**src/rtl/osdc_pkg.sv**
```systemverilog
// Package for the operating state and debug control block.
// Assumes one system clock domain and an external debugger on plain pins.
package osdc_pkg;

  // Data path widths of the processor seen by the debug logic
  localparam int PC_W   = 14;
  localparam int ADDR_W = 16;
  localparam int DATA_W = 16;
  localparam int N_BP   = 5;  // One program-counter break plus four memory spaces
  localparam int N_SPC  = 4;  // Memory spaces watched by address breaks
  localparam int TR_W   = 7;  // Widest trace word

  // Operating states, one-hot
  typedef enum logic [3:0] {
    OSDC_ST_RUN   = 4'h1,
    OSDC_ST_HOLD  = 4'h2,
    OSDC_ST_SLEEP = 4'h4,
    OSDC_ST_WAIT  = 4'h8
  } osdc_state_t;

  // State indicator codes, bit 2 down to bit 0
  localparam logic [2:0] IND_RUN        = 3'h0;
  localparam logic [2:0] IND_SLEEP      = 3'h2;
  localparam logic [2:0] IND_WAIT       = 3'h1;
  localparam logic [2:0] IND_HOLD_RUN   = 3'h4;
  localparam logic [2:0] IND_HOLD_SLEEP = 3'h6;
  localparam logic [2:0] IND_HOLD_WAIT  = 3'h5;

  // Debug access spaces
  localparam logic [2:0] SPC_REG  = 3'h0;
  localparam logic [2:0] SPC_IMEM = 3'h1;
  localparam logic [2:0] SPC_DMEM = 3'h2;
  localparam logic [2:0] SPC_DRAM = 3'h3;
  localparam logic [2:0] SPC_DBC  = 3'h7;

  // Word indices inside the debug controller space
  localparam logic [ADDR_W-1:0] DBC_BP_PC    = 16'h0000;
  localparam logic [ADDR_W-1:0] DBC_BP_LAST  = 16'h0004;
  localparam logic [ADDR_W-1:0] DBC_BP_EN    = 16'h0005;
  localparam logic [ADDR_W-1:0] DBC_TR_MODE  = 16'h0006;
  localparam logic [ADDR_W-1:0] DBC_STATUS   = 16'h0007;

  // Trace forms
  localparam logic TR_MODE_1BIT = 1'b0;
  localparam logic TR_MODE_7BIT = 1'b1;

  // Request from the debugger pins
  typedef struct packed {
    logic              req;
    logic              we;
    logic [2:0]        space;
    logic [ADDR_W-1:0] addr;
    logic [DATA_W-1:0] wdata;
  } osdc_dbg_req_t;

  // Whole state of the block
  typedef struct packed {
    osdc_state_t                  state;
    logic                         from_sleep;
    logic                         from_wait;
    logic                         started;
    logic                         brk_pend;
    logic [N_BP-1:0][ADDR_W-1:0]  bp_val;
    logic [N_BP-1:0]              bp_en;
    logic                         tr_mode;
    logic [PC_W-1:0]              prev_pc;
    logic [TR_W-1:0]              trace;
    logic                         trace_vld;
    logic [2:0]                   ind;
    logic                         run;
    logic                         busy;
    osdc_dbg_req_t                mem;
    logic                         dbg_ack;
    logic                         dbg_err;
    logic [DATA_W-1:0]            dbg_rdata;
    logic                         rst_s1;
    logic                         rst_s2;
    logic                         halt_s1;
    logic                         halt_s2;
  } osdc_regs_t;

  localparam osdc_regs_t OSDC_RESET = '{state: OSDC_ST_RUN, default: '0};

endpackage

```
**src/rtl/osdc_top.sv**
```systemverilog
// Operating state sequencer and debug controller of the processor.
// Assumes the core reports instruction boundaries and honours the run output.
//
// What this block does
// Exactly four operating states exist: run, hold, sleep and wait.
// Run executes the program; hold stops program execution.
// Sleep and wait both keep program execution stopped.
// Wait watches selected processing and returns to run itself on completion.
// Hold lets outside circuits read and write instruction and data memory.
// Nothing runs until the active-low chip reset pin is released.
// Halt request pin stops and restarts; hold entered from run, sleep or wait.
// Indicator shows run 000, sleep 010, wait 001.
// In hold indicator shows origin: run 100, sleep 110, wait 101.
// Debugger must enter hold before touching internal resources.
// In hold, external reads and writes of registers, memories and DRAM.
// Breaks on PC and four memory spaces; PC trace in 1-bit or 7-bit form.
// Halt pin synchronised; run is left only at instruction boundaries, sleep, wait and hold react at once.
`timescale 1ns/1ps
module osdc_top (
  input  wire logic                                          CLK_SYS_I,
  input  wire logic                                          SYS_RST_I,
  input  wire logic                                          CHIP_RESET_PIN_N_I,
  input  wire logic                                          HALT_REQUEST_PIN_I,
  input  wire logic                                          INSTR_BOUNDARY_I,
  input  wire logic [osdc_pkg::PC_W-1:0]                     PC_I,
  input  wire logic                                          SLEEP_REQ_I,
  input  wire logic                                          WAKE_I,
  input  wire logic                                          WAIT_REQ_I,
  input  wire logic                                          WAIT_DONE_I,
  input  wire logic [osdc_pkg::N_SPC-1:0]                    ACC_VLD_I,
  input  wire logic [osdc_pkg::N_SPC-1:0][osdc_pkg::ADDR_W-1:0] ACC_ADDR_I,
  input  wire logic                                          DBG_REQ_I,
  input  wire logic                                          DBG_WE_I,
  input  wire logic [2:0]                                    DBG_SPACE_I,
  input  wire logic [osdc_pkg::ADDR_W-1:0]                   DBG_ADDR_I,
  input  wire logic [osdc_pkg::DATA_W-1:0]                   DBG_WDATA_I,
  input  wire logic                                          MEM_ACK_I,
  input  wire logic [osdc_pkg::DATA_W-1:0]                   MEM_RDATA_I,
  output logic      [2:0]                                    STATE_INDICATOR_O,
  output logic                                               CORE_RUN_O,
  output logic                                               DBG_ACK_O,
  output logic                                               DBG_ERR_O,
  output logic      [osdc_pkg::DATA_W-1:0]                   DBG_RDATA_O,
  output logic                                               MEM_REQ_O,
  output logic                                               MEM_WE_O,
  output logic      [2:0]                                    MEM_SPACE_O,
  output logic      [osdc_pkg::ADDR_W-1:0]                   MEM_ADDR_O,
  output logic      [osdc_pkg::DATA_W-1:0]                   MEM_WDATA_O,
  output logic      [osdc_pkg::TR_W-1:0]                     TRACE_O,
  output logic                                               TRACE_VLD_O
);

  osdc_pkg::osdc_regs_t         cur_r;
  osdc_pkg::osdc_regs_t         cur_nxt;
  logic [osdc_pkg::N_BP-1:0]    bp_hit;
  logic                         brk_hit;
  logic [osdc_pkg::PC_W-1:0]    pc_seq;
  logic [2:0]                   bp_idx;

  // Program-counter compare sits in slot zero
  assign bp_hit[0] = (cur_r.bp_val[0] == osdc_pkg::ADDR_W'(PC_I));

  // One address comparator per watched memory space
  genvar gi;
  generate
    for (gi = 0; gi < osdc_pkg::N_SPC; gi = gi + 1) begin : g_spc_bp
      assign bp_hit[gi+1] = ACC_VLD_I[gi] && (cur_r.bp_val[gi+1] == ACC_ADDR_I[gi]);
    end
  endgenerate

  assign brk_hit = |(bp_hit & cur_r.bp_en);
  assign pc_seq  = cur_r.prev_pc + osdc_pkg::PC_W'(1);
  assign bp_idx  = DBG_ADDR_I[2:0];

  // Next-state logic for the whole block
  always_comb begin
    cur_nxt           = cur_r;
    // Two-flop synchronisers; first stage feeds only the second
    cur_nxt.rst_s1    = CHIP_RESET_PIN_N_I;
    cur_nxt.rst_s2    = cur_r.rst_s1;
    cur_nxt.halt_s1   = HALT_REQUEST_PIN_I;
    cur_nxt.halt_s2   = cur_r.halt_s1;
    cur_nxt.dbg_ack   = 1'b0;
    cur_nxt.dbg_err   = 1'b0;
    cur_nxt.mem.req   = 1'b0;
    cur_nxt.trace_vld = 1'b0;

    if (!cur_r.rst_s2) begin
      // Chip reset pin held low: core parked, break enables cleared (break values and trace mode kept)
      cur_nxt.state      = osdc_pkg::OSDC_ST_RUN;
      cur_nxt.started    = 1'b0;
      cur_nxt.from_sleep = 1'b0;
      cur_nxt.from_wait  = 1'b0;
      cur_nxt.brk_pend   = 1'b0;
      cur_nxt.bp_en      = '0;
      cur_nxt.busy       = 1'b0;
    end else begin
      cur_nxt.started = 1'b1;
      // Sleep and wait have no instruction in flight, so they react at once;
      // run only moves on a boundary so no instruction is split
      case (cur_r.state)
        osdc_pkg::OSDC_ST_RUN: begin
          if (cur_r.started && INSTR_BOUNDARY_I) begin
            cur_nxt.prev_pc   = PC_I;
            cur_nxt.trace_vld = 1'b1;
            if (cur_r.tr_mode == osdc_pkg::TR_MODE_7BIT) begin
              cur_nxt.trace = PC_I[osdc_pkg::TR_W-1:0];
            end else begin
              cur_nxt.trace = {{(osdc_pkg::TR_W-1){1'b0}}, PC_I != pc_seq}; // Flow break flag
            end
            if (cur_r.halt_s2 || brk_hit) begin
              cur_nxt.state      = osdc_pkg::OSDC_ST_HOLD;
              cur_nxt.from_sleep = 1'b0;
              cur_nxt.from_wait  = 1'b0;
              cur_nxt.brk_pend   = brk_hit;
            end else if (WAIT_REQ_I) begin
              cur_nxt.state = osdc_pkg::OSDC_ST_WAIT;
            end else if (SLEEP_REQ_I) begin
              cur_nxt.state = osdc_pkg::OSDC_ST_SLEEP;
            end
          end
        end
        osdc_pkg::OSDC_ST_SLEEP: begin
          if (cur_r.halt_s2) begin
            cur_nxt.state      = osdc_pkg::OSDC_ST_HOLD;
            cur_nxt.from_sleep = 1'b1;
            cur_nxt.from_wait  = 1'b0;
          end else if (WAKE_I) begin
            cur_nxt.state = osdc_pkg::OSDC_ST_RUN;
          end
        end
        osdc_pkg::OSDC_ST_WAIT: begin
          if (cur_r.halt_s2) begin
            cur_nxt.state      = osdc_pkg::OSDC_ST_HOLD;
            cur_nxt.from_sleep = 1'b0;
            cur_nxt.from_wait  = 1'b1;
          end else if (WAIT_DONE_I) begin
            cur_nxt.state = osdc_pkg::OSDC_ST_RUN;
          end
        end
        osdc_pkg::OSDC_ST_HOLD: begin
          // A break stays held until the debugger pulses the halt pin,
          // otherwise a low halt pin would resume straight away
          if (cur_r.halt_s2) begin
            cur_nxt.brk_pend = 1'b0;
          end
          if (!cur_r.halt_s2 && !cur_r.brk_pend) begin
            if (cur_r.from_sleep) begin
              cur_nxt.state = osdc_pkg::OSDC_ST_SLEEP;
            end else if (cur_r.from_wait) begin
              cur_nxt.state = osdc_pkg::OSDC_ST_WAIT;
            end else begin
              cur_nxt.state = osdc_pkg::OSDC_ST_RUN;
            end
          end
        end
        default: begin
          cur_nxt.state = osdc_pkg::OSDC_ST_RUN;
        end
      endcase

      // Debug access port, one request in flight at a time
      if (cur_r.busy) begin
        if (MEM_ACK_I) begin
          cur_nxt.busy      = 1'b0;
          cur_nxt.dbg_ack   = 1'b1;
          cur_nxt.dbg_rdata = cur_r.mem.we ? '0 : MEM_RDATA_I;
        end
      end else if (DBG_REQ_I) begin
        cur_nxt.dbg_rdata = '0;
        if (DBG_SPACE_I == osdc_pkg::SPC_DBC) begin
          // Break and trace setup is open in every state
          cur_nxt.dbg_ack = 1'b1;
          if (DBG_ADDR_I <= osdc_pkg::DBC_BP_LAST) begin
            if (DBG_WE_I) begin
              cur_nxt.bp_val[bp_idx] = DBG_WDATA_I;
            end
            cur_nxt.dbg_rdata = cur_r.bp_val[bp_idx];
          end else if (DBG_ADDR_I == osdc_pkg::DBC_BP_EN) begin
            if (DBG_WE_I) begin
              cur_nxt.bp_en = DBG_WDATA_I[osdc_pkg::N_BP-1:0];
            end
            cur_nxt.dbg_rdata = osdc_pkg::DATA_W'(cur_r.bp_en);
          end else if (DBG_ADDR_I == osdc_pkg::DBC_TR_MODE) begin
            if (DBG_WE_I) begin
              cur_nxt.tr_mode = DBG_WDATA_I[0];
            end
            cur_nxt.dbg_rdata = osdc_pkg::DATA_W'(cur_r.tr_mode);
          end else if (DBG_ADDR_I == osdc_pkg::DBC_STATUS) begin
            cur_nxt.dbg_rdata = {{(osdc_pkg::DATA_W-4){1'b0}}, cur_r.brk_pend, cur_r.ind};
          end else begin
            cur_nxt.dbg_err = 1'b1; // Unmapped word
          end
        end else if (cur_r.state == osdc_pkg::OSDC_ST_HOLD &&
                     DBG_SPACE_I <= osdc_pkg::SPC_DRAM) begin
          // Registers, memories and DRAM reached only while held
          cur_nxt.busy      = 1'b1;
          cur_nxt.mem.req   = 1'b1;
          cur_nxt.mem.we    = DBG_WE_I;
          cur_nxt.mem.space = DBG_SPACE_I;
          cur_nxt.mem.addr  = DBG_ADDR_I;
          cur_nxt.mem.wdata = DBG_WDATA_I;
        end else begin
          // Outside hold, or to an unmapped space, the result would be undefined, so refuse it
          cur_nxt.dbg_ack = 1'b1;
          cur_nxt.dbg_err = 1'b1;
        end
      end
    end

    // Indicator follows the state being entered
    case (cur_nxt.state)
      osdc_pkg::OSDC_ST_SLEEP: cur_nxt.ind = osdc_pkg::IND_SLEEP;
      osdc_pkg::OSDC_ST_WAIT:  cur_nxt.ind = osdc_pkg::IND_WAIT;
      osdc_pkg::OSDC_ST_HOLD: begin
        if (cur_nxt.from_sleep) begin
          cur_nxt.ind = osdc_pkg::IND_HOLD_SLEEP;
        end else if (cur_nxt.from_wait) begin
          cur_nxt.ind = osdc_pkg::IND_HOLD_WAIT;
        end else begin
          cur_nxt.ind = osdc_pkg::IND_HOLD_RUN;
        end
      end
      default: cur_nxt.ind = osdc_pkg::IND_RUN;
    endcase
    cur_nxt.run = cur_nxt.started && (cur_nxt.state == osdc_pkg::OSDC_ST_RUN);
  end

  // State register
  always_ff @(posedge CLK_SYS_I or posedge SYS_RST_I) begin
    if (SYS_RST_I) begin
      cur_r <= osdc_pkg::OSDC_RESET;
    end else begin
      cur_r <= cur_nxt;
    end
  end

  // Outputs straight from the state register
  assign STATE_INDICATOR_O = cur_r.ind;
  assign CORE_RUN_O        = cur_r.run;
  assign DBG_ACK_O         = cur_r.dbg_ack;
  assign DBG_ERR_O         = cur_r.dbg_err;
  assign DBG_RDATA_O       = cur_r.dbg_rdata;
  assign MEM_REQ_O         = cur_r.mem.req;
  assign MEM_WE_O          = cur_r.mem.we;
  assign MEM_SPACE_O       = cur_r.mem.space;
  assign MEM_ADDR_O        = cur_r.mem.addr;
  assign MEM_WDATA_O       = cur_r.mem.wdata;
  assign TRACE_O           = cur_r.trace;
  assign TRACE_VLD_O       = cur_r.trace_vld;

endmodule

```
**config.mk**
```make
export PLATFORM = sky130hd
export DESIGN_NAME = osdc_top
export DESIGN_NICKNAME = d
export VERILOG_FILES = /design/src/rtl/osdc_pkg.sv /design/src/rtl/osdc_top.sv
export SDC_FILE = /design/constraint.sdc
export NUM_CORES = 1
export LEC_CHECK = 0
export BUFFER_PORTS_ARGS = -buffer_cell sky130_fd_sc_hd__buf_2
export CAP_MARGIN = 20
export CORE_MARGIN = 2
export CORE_UTILIZATION = 30
export CTS_CLUSTER_SIZE = 14
export DETAILED_ROUTE_END_ITERATION = 6
export PLACE_DENSITY_LB_ADDON = 0.2
export SLEW_MARGIN = 20
export SYNTH_ARGS = -nofsm -noshare
export SYNTH_HDL_FRONTEND = slang
export SYNTH_SLANG_ARGS = --single-unit
```
**constraint.sdc**
```tcl
create_clock -name CLK_SYS_I -period 7.65 [get_ports CLK_SYS_I]
set_input_delay 1.9125 -clock CLK_SYS_I [delete_from_list [all_inputs] [get_ports CLK_SYS_I]]
set_output_delay 1.9125 -clock CLK_SYS_I [all_outputs]
set_load 0.005 [all_outputs]
```
==> flow_summary.ini, run 1 <==
[floorplan]
die_height_um = 186.3
dieArea_um2 = 34710
die_w_um = 186.3
rows = 66
core_area_um2 = 32620
pin_count = 212
start_util_pct = 30.56

[cts]
ctsResizeCount = 0
htreeDepth = 4
cts_setup_buffers = 0
cts_buffer_depth = 2
clk_pin_slew_worst_paths_ps = 70
clock_latency_ps = 450
clock_sinks = 180
cts_root_buffer = clkbuf_16
numCtsBuffers = 17
cts_tree = yes
cts_hold_buf = 0

[worst_setup_path]
r2r_cells = 7
crit_end = STATE_INDICATOR_O[0]
critical_path.top_delay_family = simple AND/OR/NAND/NOR gates
start_kind = input port
startpoint = ACC_ADDR_I[4]
critPathKind = in2reg
path_buf_inv = 1
slowest_delay_ps = 750
crit_fanout = 4
cp-end-kind = flop
r2r_slack_ps = 4780
required_ps = 7990
r2r-end = TRACE_O[0]
arrival_ps = 4220
cp_num_cells = 8
crit_slowest_cell = nor4_1
crit_chain = buf_2 -> xor2_1 -> nor4_1 -> nand4_1 -> o221ai_1 -> nor3_1 -> o22a_1 -> o32ai_1
r2r-start = cur_r[178]

[global_routing]
grt_max_degree = 127
first_global_vias = 7222
grt_use_total_pct = 18.51
grt_pass1_wl_mm = 46.49
overflow = 0
grt_antenna_before_repair = 1

[yosys]
ys_seq_area_share_pct = 45.19
yosysUniqueCellTypes = 65
syn_nets = 1045
avgSynthCellArea_um2 = 11.09
async_reset_ff_share_pct = 100.0
ys.flop_type = dfrtp_1
synth_top_cell_area_share_pct = 44.93
synth_edf_count = 0
netlist_instances = 899
synth_top_cell_by_area = dfrtp_1
synth.cell_area_um2 = 9970
ys_ff_latch = 180
yosys_warnings = 0
synth_area_leaders = dfrtp_1 45%, mux2_2 9.8%, xor2_1 7.5%

[detailed_routing]
dr_wl_met3_mm = 1.459
wl_per_cell_um = 21.35
drt-total-wl_mm = 31.68
drc_errors = 0
routed-via-count = 7210
met2_length_mm = 15.56
ant_nets = 0
firstDrtPassIters = 6
initialDrtViolationCount = 565
via_per_inst = 4.858
top_layer = met4
wl_met1_mm = 14.00

[placed_design]
pre_cts_ws_ps = 3314
place.gp.congestion = 0.8704
dp_hpwl_mm = 24.03
port_buffers = 211

[final_layout]
area_growth_pct = 16.83
num-nets-final = 1174
layout-drive-gt1-share_pct = 38.14
fin_util_pct = 35.71

[run]
max_cap_viol_count = 0

[power_and_ir_drop]
internal_power_w = 0.001698
switchingPower_w = 0.0006002
pwr-share-seq_pct = 44.5
power.density_nw_per_um2 = 197.3
p_leak_nw = 5.917
swShare_pct = 26.12
p_clk_share_pct = 44.4
ir_drop_mv = 0.1548
p_comb_share_pct = 11.1

[timing]
tns_ps = 0
max_freq_ghz = 0.2579
finalMaxSlewViolations = 0
setup_viol = 0
hold_viol = 0
hold_ws_ps = 349.4
tightest_slew_ps = 932.2
post-route-min-period_ps = 3878
finClkSkew_ps = 11.05
maxSlewHeadroom_pct = 37.86
grt_setup_unrepaired = no
layout_setup_ws_ps = 3772
fin_crit_sh_pct = 50.69

[min_path]
hold_class = reg2reg
hold_start = cur_nxt[2]

[run_status]
status = finished, final reports clean
-- how the worst min path moves through the flow --
stage | end | slack (ps) | cells after the start
5_1_grt | cur_r[0] | 350 | 0
6_report | cur_r[2] | 350 | 0
3_5_place_dp | cur_r[2] | 340 | 0
4_1_cts | cur_r[2] | 350 | 0
2_1_floorplan | cur_r[0] | 330 | 0
3_3_place_gp | cur_r[0] | 340 | 0
-- sequential cells by signal, summed over array words and instances (netlist names) --
signal	count
TRACE_O	7
DBG_ERR_O	1
MEM_WE_O	1
cur_nxt	2
MEM_ADDR_O	16
DBG_ACK_O	1
DBG_RDATA_O	16
STATE_INDICATOR_O	3
cur_r	111
MEM_SPACE_O	3
MEM_WDATA_O	16
MEM_REQ_O	1
TRACE_VLD_O	1
CORE_RUN_O	1
-- power groups by stage --
stage | Combinational (W) | Sequential (W) | Clock, W
3_3_place_gp | 0.000255 | 0.00104 | 0
6_report | 0.000255 | 0.00102 | 0.00102
4_1_cts | 0.000258 | 0.00102 | 0.00105
3_5_place_dp | 0.000257 | 0.00104 | 0
5_1_grt | 0.000280 | 0.00103 | 0.00108
2_1_floorplan | 0.000165 | 0.00103 | 0
-- final cells by class --
type / instances / area, um2
Timing Repair Buffer: 216 / 1094
Sequential cell: 180 / 4506
Tap cell: 442 / 553.0
Antenna cell: 1 / 2.502
Multi-Input combinational cell: 600 / 4762
Inverter: 13 / 56.30
Fill cell: 3342 / 20970
Clock inverter: 12 / 217.7
Clock buffer: 20 / 456.7
-- cells in the final DEF, fill, tap and decap left out, types with 14 or more instances in the layout --
cell type    n
dfrtp_1    179
buf_2      211
xor2_1      85
nand2_1     57
mux2_4      40
o21ai_0     44
a21oi_1     35
nor4_1      20
clkbuf_16   17
nor3_1      14
mux2_2      87
o22ai_1     18
mux2i_1     34
nor2_1      43
-- logic make-up after synthesis --
group	count (synthesis)	share of synthesized area (%)
multiplexers	161	19.26
XOR/XNOR	96	8.434
adder cells (fa/ha/maj)	1	0.1255
AND/OR/NAND/NOR	198	10.78
flip-flops	180	45.19
buffers and inverters	119	7.380
AO/OA/AOI/OAI	144	8.823
-- worst register-to-register path: stages, from the launching register on --
cell and delay (ps):
dfrtp_1 540, or4b_1 760, nor2_4 160, nand2_2 390, nor4_2 380, nand4_1 130, nor4_1 290, a21oi_1 100
-- per-layer routing --
| metal | up-vias | track usage, % |
|---|---|---|
| met2 | 230 | 30.96 |
| met4 | 0 | 5.480 |
| met1 | 3567 | 24.51 |
| met5 | - | 0 |
| li1 | 3377 | - |
| met3 | 36 | 3.252 |
-- cell usage after synthesis, types with 2 or more instances --
master and number:
xnor2_1 11, buf_6 5, and3_1 4, o22ai_1 18, a21boi_0 3, nor4_1 20, a211oi_1 4, nand3_1 11
o32ai_1 3, xor2_1 85, o221a_2 3, nor3_1 14, a21oi_1 35, nor4_2 3, buf_1 3, nand2_1 57
nand2b_1 2, and2_1 3, nand4b_1 3, buf_4 62, nor2_1 43, nor3b_1 3, a22oi_1 12, nand3b_1 2
o21a_1 2, a31oi_1 4, inv_1 13, mux2i_1 34, nand3_4 2, dfrtp_1 179, mux2_4 40, mux2_2 87
clkbuf_1 21, nand4_1 10, nand2_4 2, nor2b_1 7, a22o_1 2, o21ai_0 45, buf_2 14, nor4bb_1 3
-- through the flow --
step	power (W)	instances	area [um2]
after global placement	0.001296	1451	10960
after CTS	0.002326	1483	11630
after floorplan	0.001192	899	9970
final	0.002298	1484	11650
after global routing	0.002387	1484	11650
after detailed placement	0.001299	1451	10960
Note: power is estimated with default switching activity, not from simulation.
==> inputs of run 2 (changes only) <==
- clock period: 7.65 -> 3.1 ns (I/O delays scaled with it)
==> run 2 against run 1 <==
Combinational power rose to 2.5 times the previous value. Global-route usage shrank 0.37 points. Via count decreased by 0.24%. Sequential cell count stayed put. Final cell count is 1.5% higher.
==> flow_summary.ini, run 2 (synthesis gave the netlist of run 1 again) <==
[final_layout]
layout-drive-gt1-share_pct = 39.38
largest_register_ffs = 111
fin_util_pct = 36.20
mostFrequentLayoutCells = 211 x buf_2, 179 x dfrtp_1, 87 x mux2_2, 85 x xor2_1, 57 x nand2_1
fillCellCount = 3345
antenna_cells = 0
num-nets-final = 1197
final_common_cell = buf_2
top_register = cur_r
area_growth_pct = 18.45
finalInstanceArea_um2 = 11810

[worst_setup_path]
crit_slowest_cell = o311ai_0
crit_fanout = 4
start_kind = flop
crit_chain = xor2_1 -> nor4_1 -> buf_4 -> nand3_1 -> o22ai_1 -> buf_4 -> o311ai_0 -> a21boi_0 -> o32ai_1
cpMostUsedCell = buf_4
arrival_ps = 2920
cp-end-kind = flop
slowest_delay_ps = 530
r2r_slack_ps = 530
r2r-start = cur_r[126]
critPathKind = reg2reg
path_buf_inv = 2
r2r-end = STATE_INDICATOR_O[0]
critical_path.top_delay_family = compound AO/OA/AOI/OAI gates
r2r_cells = 9
required_ps = 3440

[cts]
cts_root_buffer = clkbuf_16
clock_latency_ps = 440
ctsResizeCount = 0
clk_pin_slew_worst_paths_ps = 70
numCtsBuffers = 17
htreeDepth = 4
cts_tree = yes
cts_buffer_depth = 2
clock_sinks = 180
cts_setup_buffers = 0
cts_hold_buf = 0

[run_status]
status = finished, final reports clean

[detailed_routing]
ant_nets = 0
drt-total-wl_mm = 30.64
firstDrtPassIters = 5
via_per_inst = 4.776
drc_errors = 0
initialDrtViolationCount = 435
routed-via-count = 7193
wl_per_cell_um = 20.34

[timing]
tns_ps = 0
finalMaxSlewViolations = 0
hold_viol = 0
setup_viol = 0
max_freq_ghz = 0.3884
maxSlewHeadroom_pct = 53.04
fin_crit_sh_pct = 83.04
tightest_slew_ps = 697.0
grt_setup_unrepaired = no
post-route-min-period_ps = 2574
finClkSkew_ps = 7.697

[min_path]
hold_class = reg2reg
hold_start = cur_nxt[2]
whs_path_depth = 0
whs_endpoint = cur_r[2]

[power_and_ir_drop]
ir_drop_mv = 0.2467
power.density_nw_per_um2 = 458.0
pwr-share-seq_pct = 46.7
internal_power_w = 0.003938
p_leak_nw = 6.012
swShare_pct = 27.19
p_clk_share_pct = 41.3
p_comb_share_pct = 12.0
switchingPower_w = 0.001471

[global_routing]
first_global_vias = 7334
grt_max_degree = 52
grt_use_total_pct = 18.14
overflow = 0
grt_antenna_before_repair = 0
grt_pass1_wl_mm = 46.06

[placed_design]
dp_hpwl_mm = 23.64
place.gp.congestion = 0.8510
port_buffers = 211
placed_area_um2 = 11220

[floorplan]
die_height_um = 186.3
dieArea_um2 = 34710
pin_count = 212
rows = 66
die_w_um = 186.3
core_area_um2 = 32620
start_util_pct = 30.56

[run]
max_cap_viol_count = 0
[run 2: cell count changes in the layout (fill, tap and decap cells not counted), moves of 2 or more]
cell / before / now
buf_4: 5 / 21
buf_12: 0 / 7
bufinv_16: 5 / 2
inv_6: 0 / 3
inv_8: 4 / 1
clkinv_2: 0 / 2
clkinvlp_4: 1 / 3
[run 2: worst reg2reg max path, delay by kind of cell (launching register included)]
kind                   cells  cell delay (ps)
flip-flops                 1              430
AND/OR/NAND/NOR            2              190
XOR/XNOR                   1              330
buffers and inverters      2              340
AO/OA/AOI/OAI              4             1210
[run 2: cell type report]
| type | count | area [um2] | share of cell area [%] |
|---|---|---|---|
| multi-input cells | 600 | 4752 | 40.24 |
| flip-flops and latches | 180 | 4506 | 38.15 |
| repair buffers | 239 | 1354 | 11.46 |
| well taps | 442 | 553.0 | 4.683 |
| clock buffers | 19 | 442.9 | 3.751 |
| clock inverters | 13 | 148.9 | 1.261 |
| inverters | 13 | 52.55 | 0.4450 |
[run 2: power by group through the flow]
| stage | logic (W) | clock network, W | registers, W |
|---|---|---|---|
| 5_1_grt | 0.000718 | 0.00238 | 0.00254 |
| 4_1_cts | 0.000659 | 0.00230 | 0.00252 |
| 6_report | 0.000649 | 0.00223 | 0.00252 |
| 3_5_place_dp | 0.000657 | 0 | 0.00257 |
| 3_3_place_gp | 0.000654 | 0 | 0.00257 |
| 2_1_floorplan | 0.000408 | 0 | 0.00253 |
[run 2: how the worst max path moves through the flow]
stage | from | end | slack [ps] | cells past startpoint
final | cur_r[126] | STATE_INDICATOR_O[0] | 530 | 9
after global routing | cur_r[126] | STATE_INDICATOR_O[0] | 300 | 9
after CTS | cur_r[126] | STATE_INDICATOR_O[0] | 560 | 9
after detailed placement | ACC_ADDR_I[43] | STATE_INDICATOR_O[0] | 170 | 10
after global placement | DBG_ADDR_I[9] | cur_r[129] | 230 | 7
after floorplan | SYS_RST_I | CORE_RUN_O | 20 | 1
[run 2: stage by stage]
step                      power, W  std cells  setup WS (ps)  hold WS [ps]
final                     0.005409       1506          525.7         355.9
after global routing      0.005641       1506          300.5         363.2
after CTS                 0.005478       1506          562.2         358.7
after detailed placement  0.003226       1474          165.1         339.4
after global placement    0.003220       1474          229.8         334.6
after floorplan           0.002943        899          17.23         331.2
[run 2: per-layer routing]
| layer | global-route usage (%) | wire (um) | vias to the layer above |
|---|---|---|---|
| met4 | 3.496 | 212 | 0 |
| li1 | - | - | 3428 |
| met1 | 25.38 | 14340 | 3589 |
| met3 | 3.076 | 1289 | 14 |
| met5 | 0 | 0 | - |
| met2 | 29.68 | 14800 | 162 |
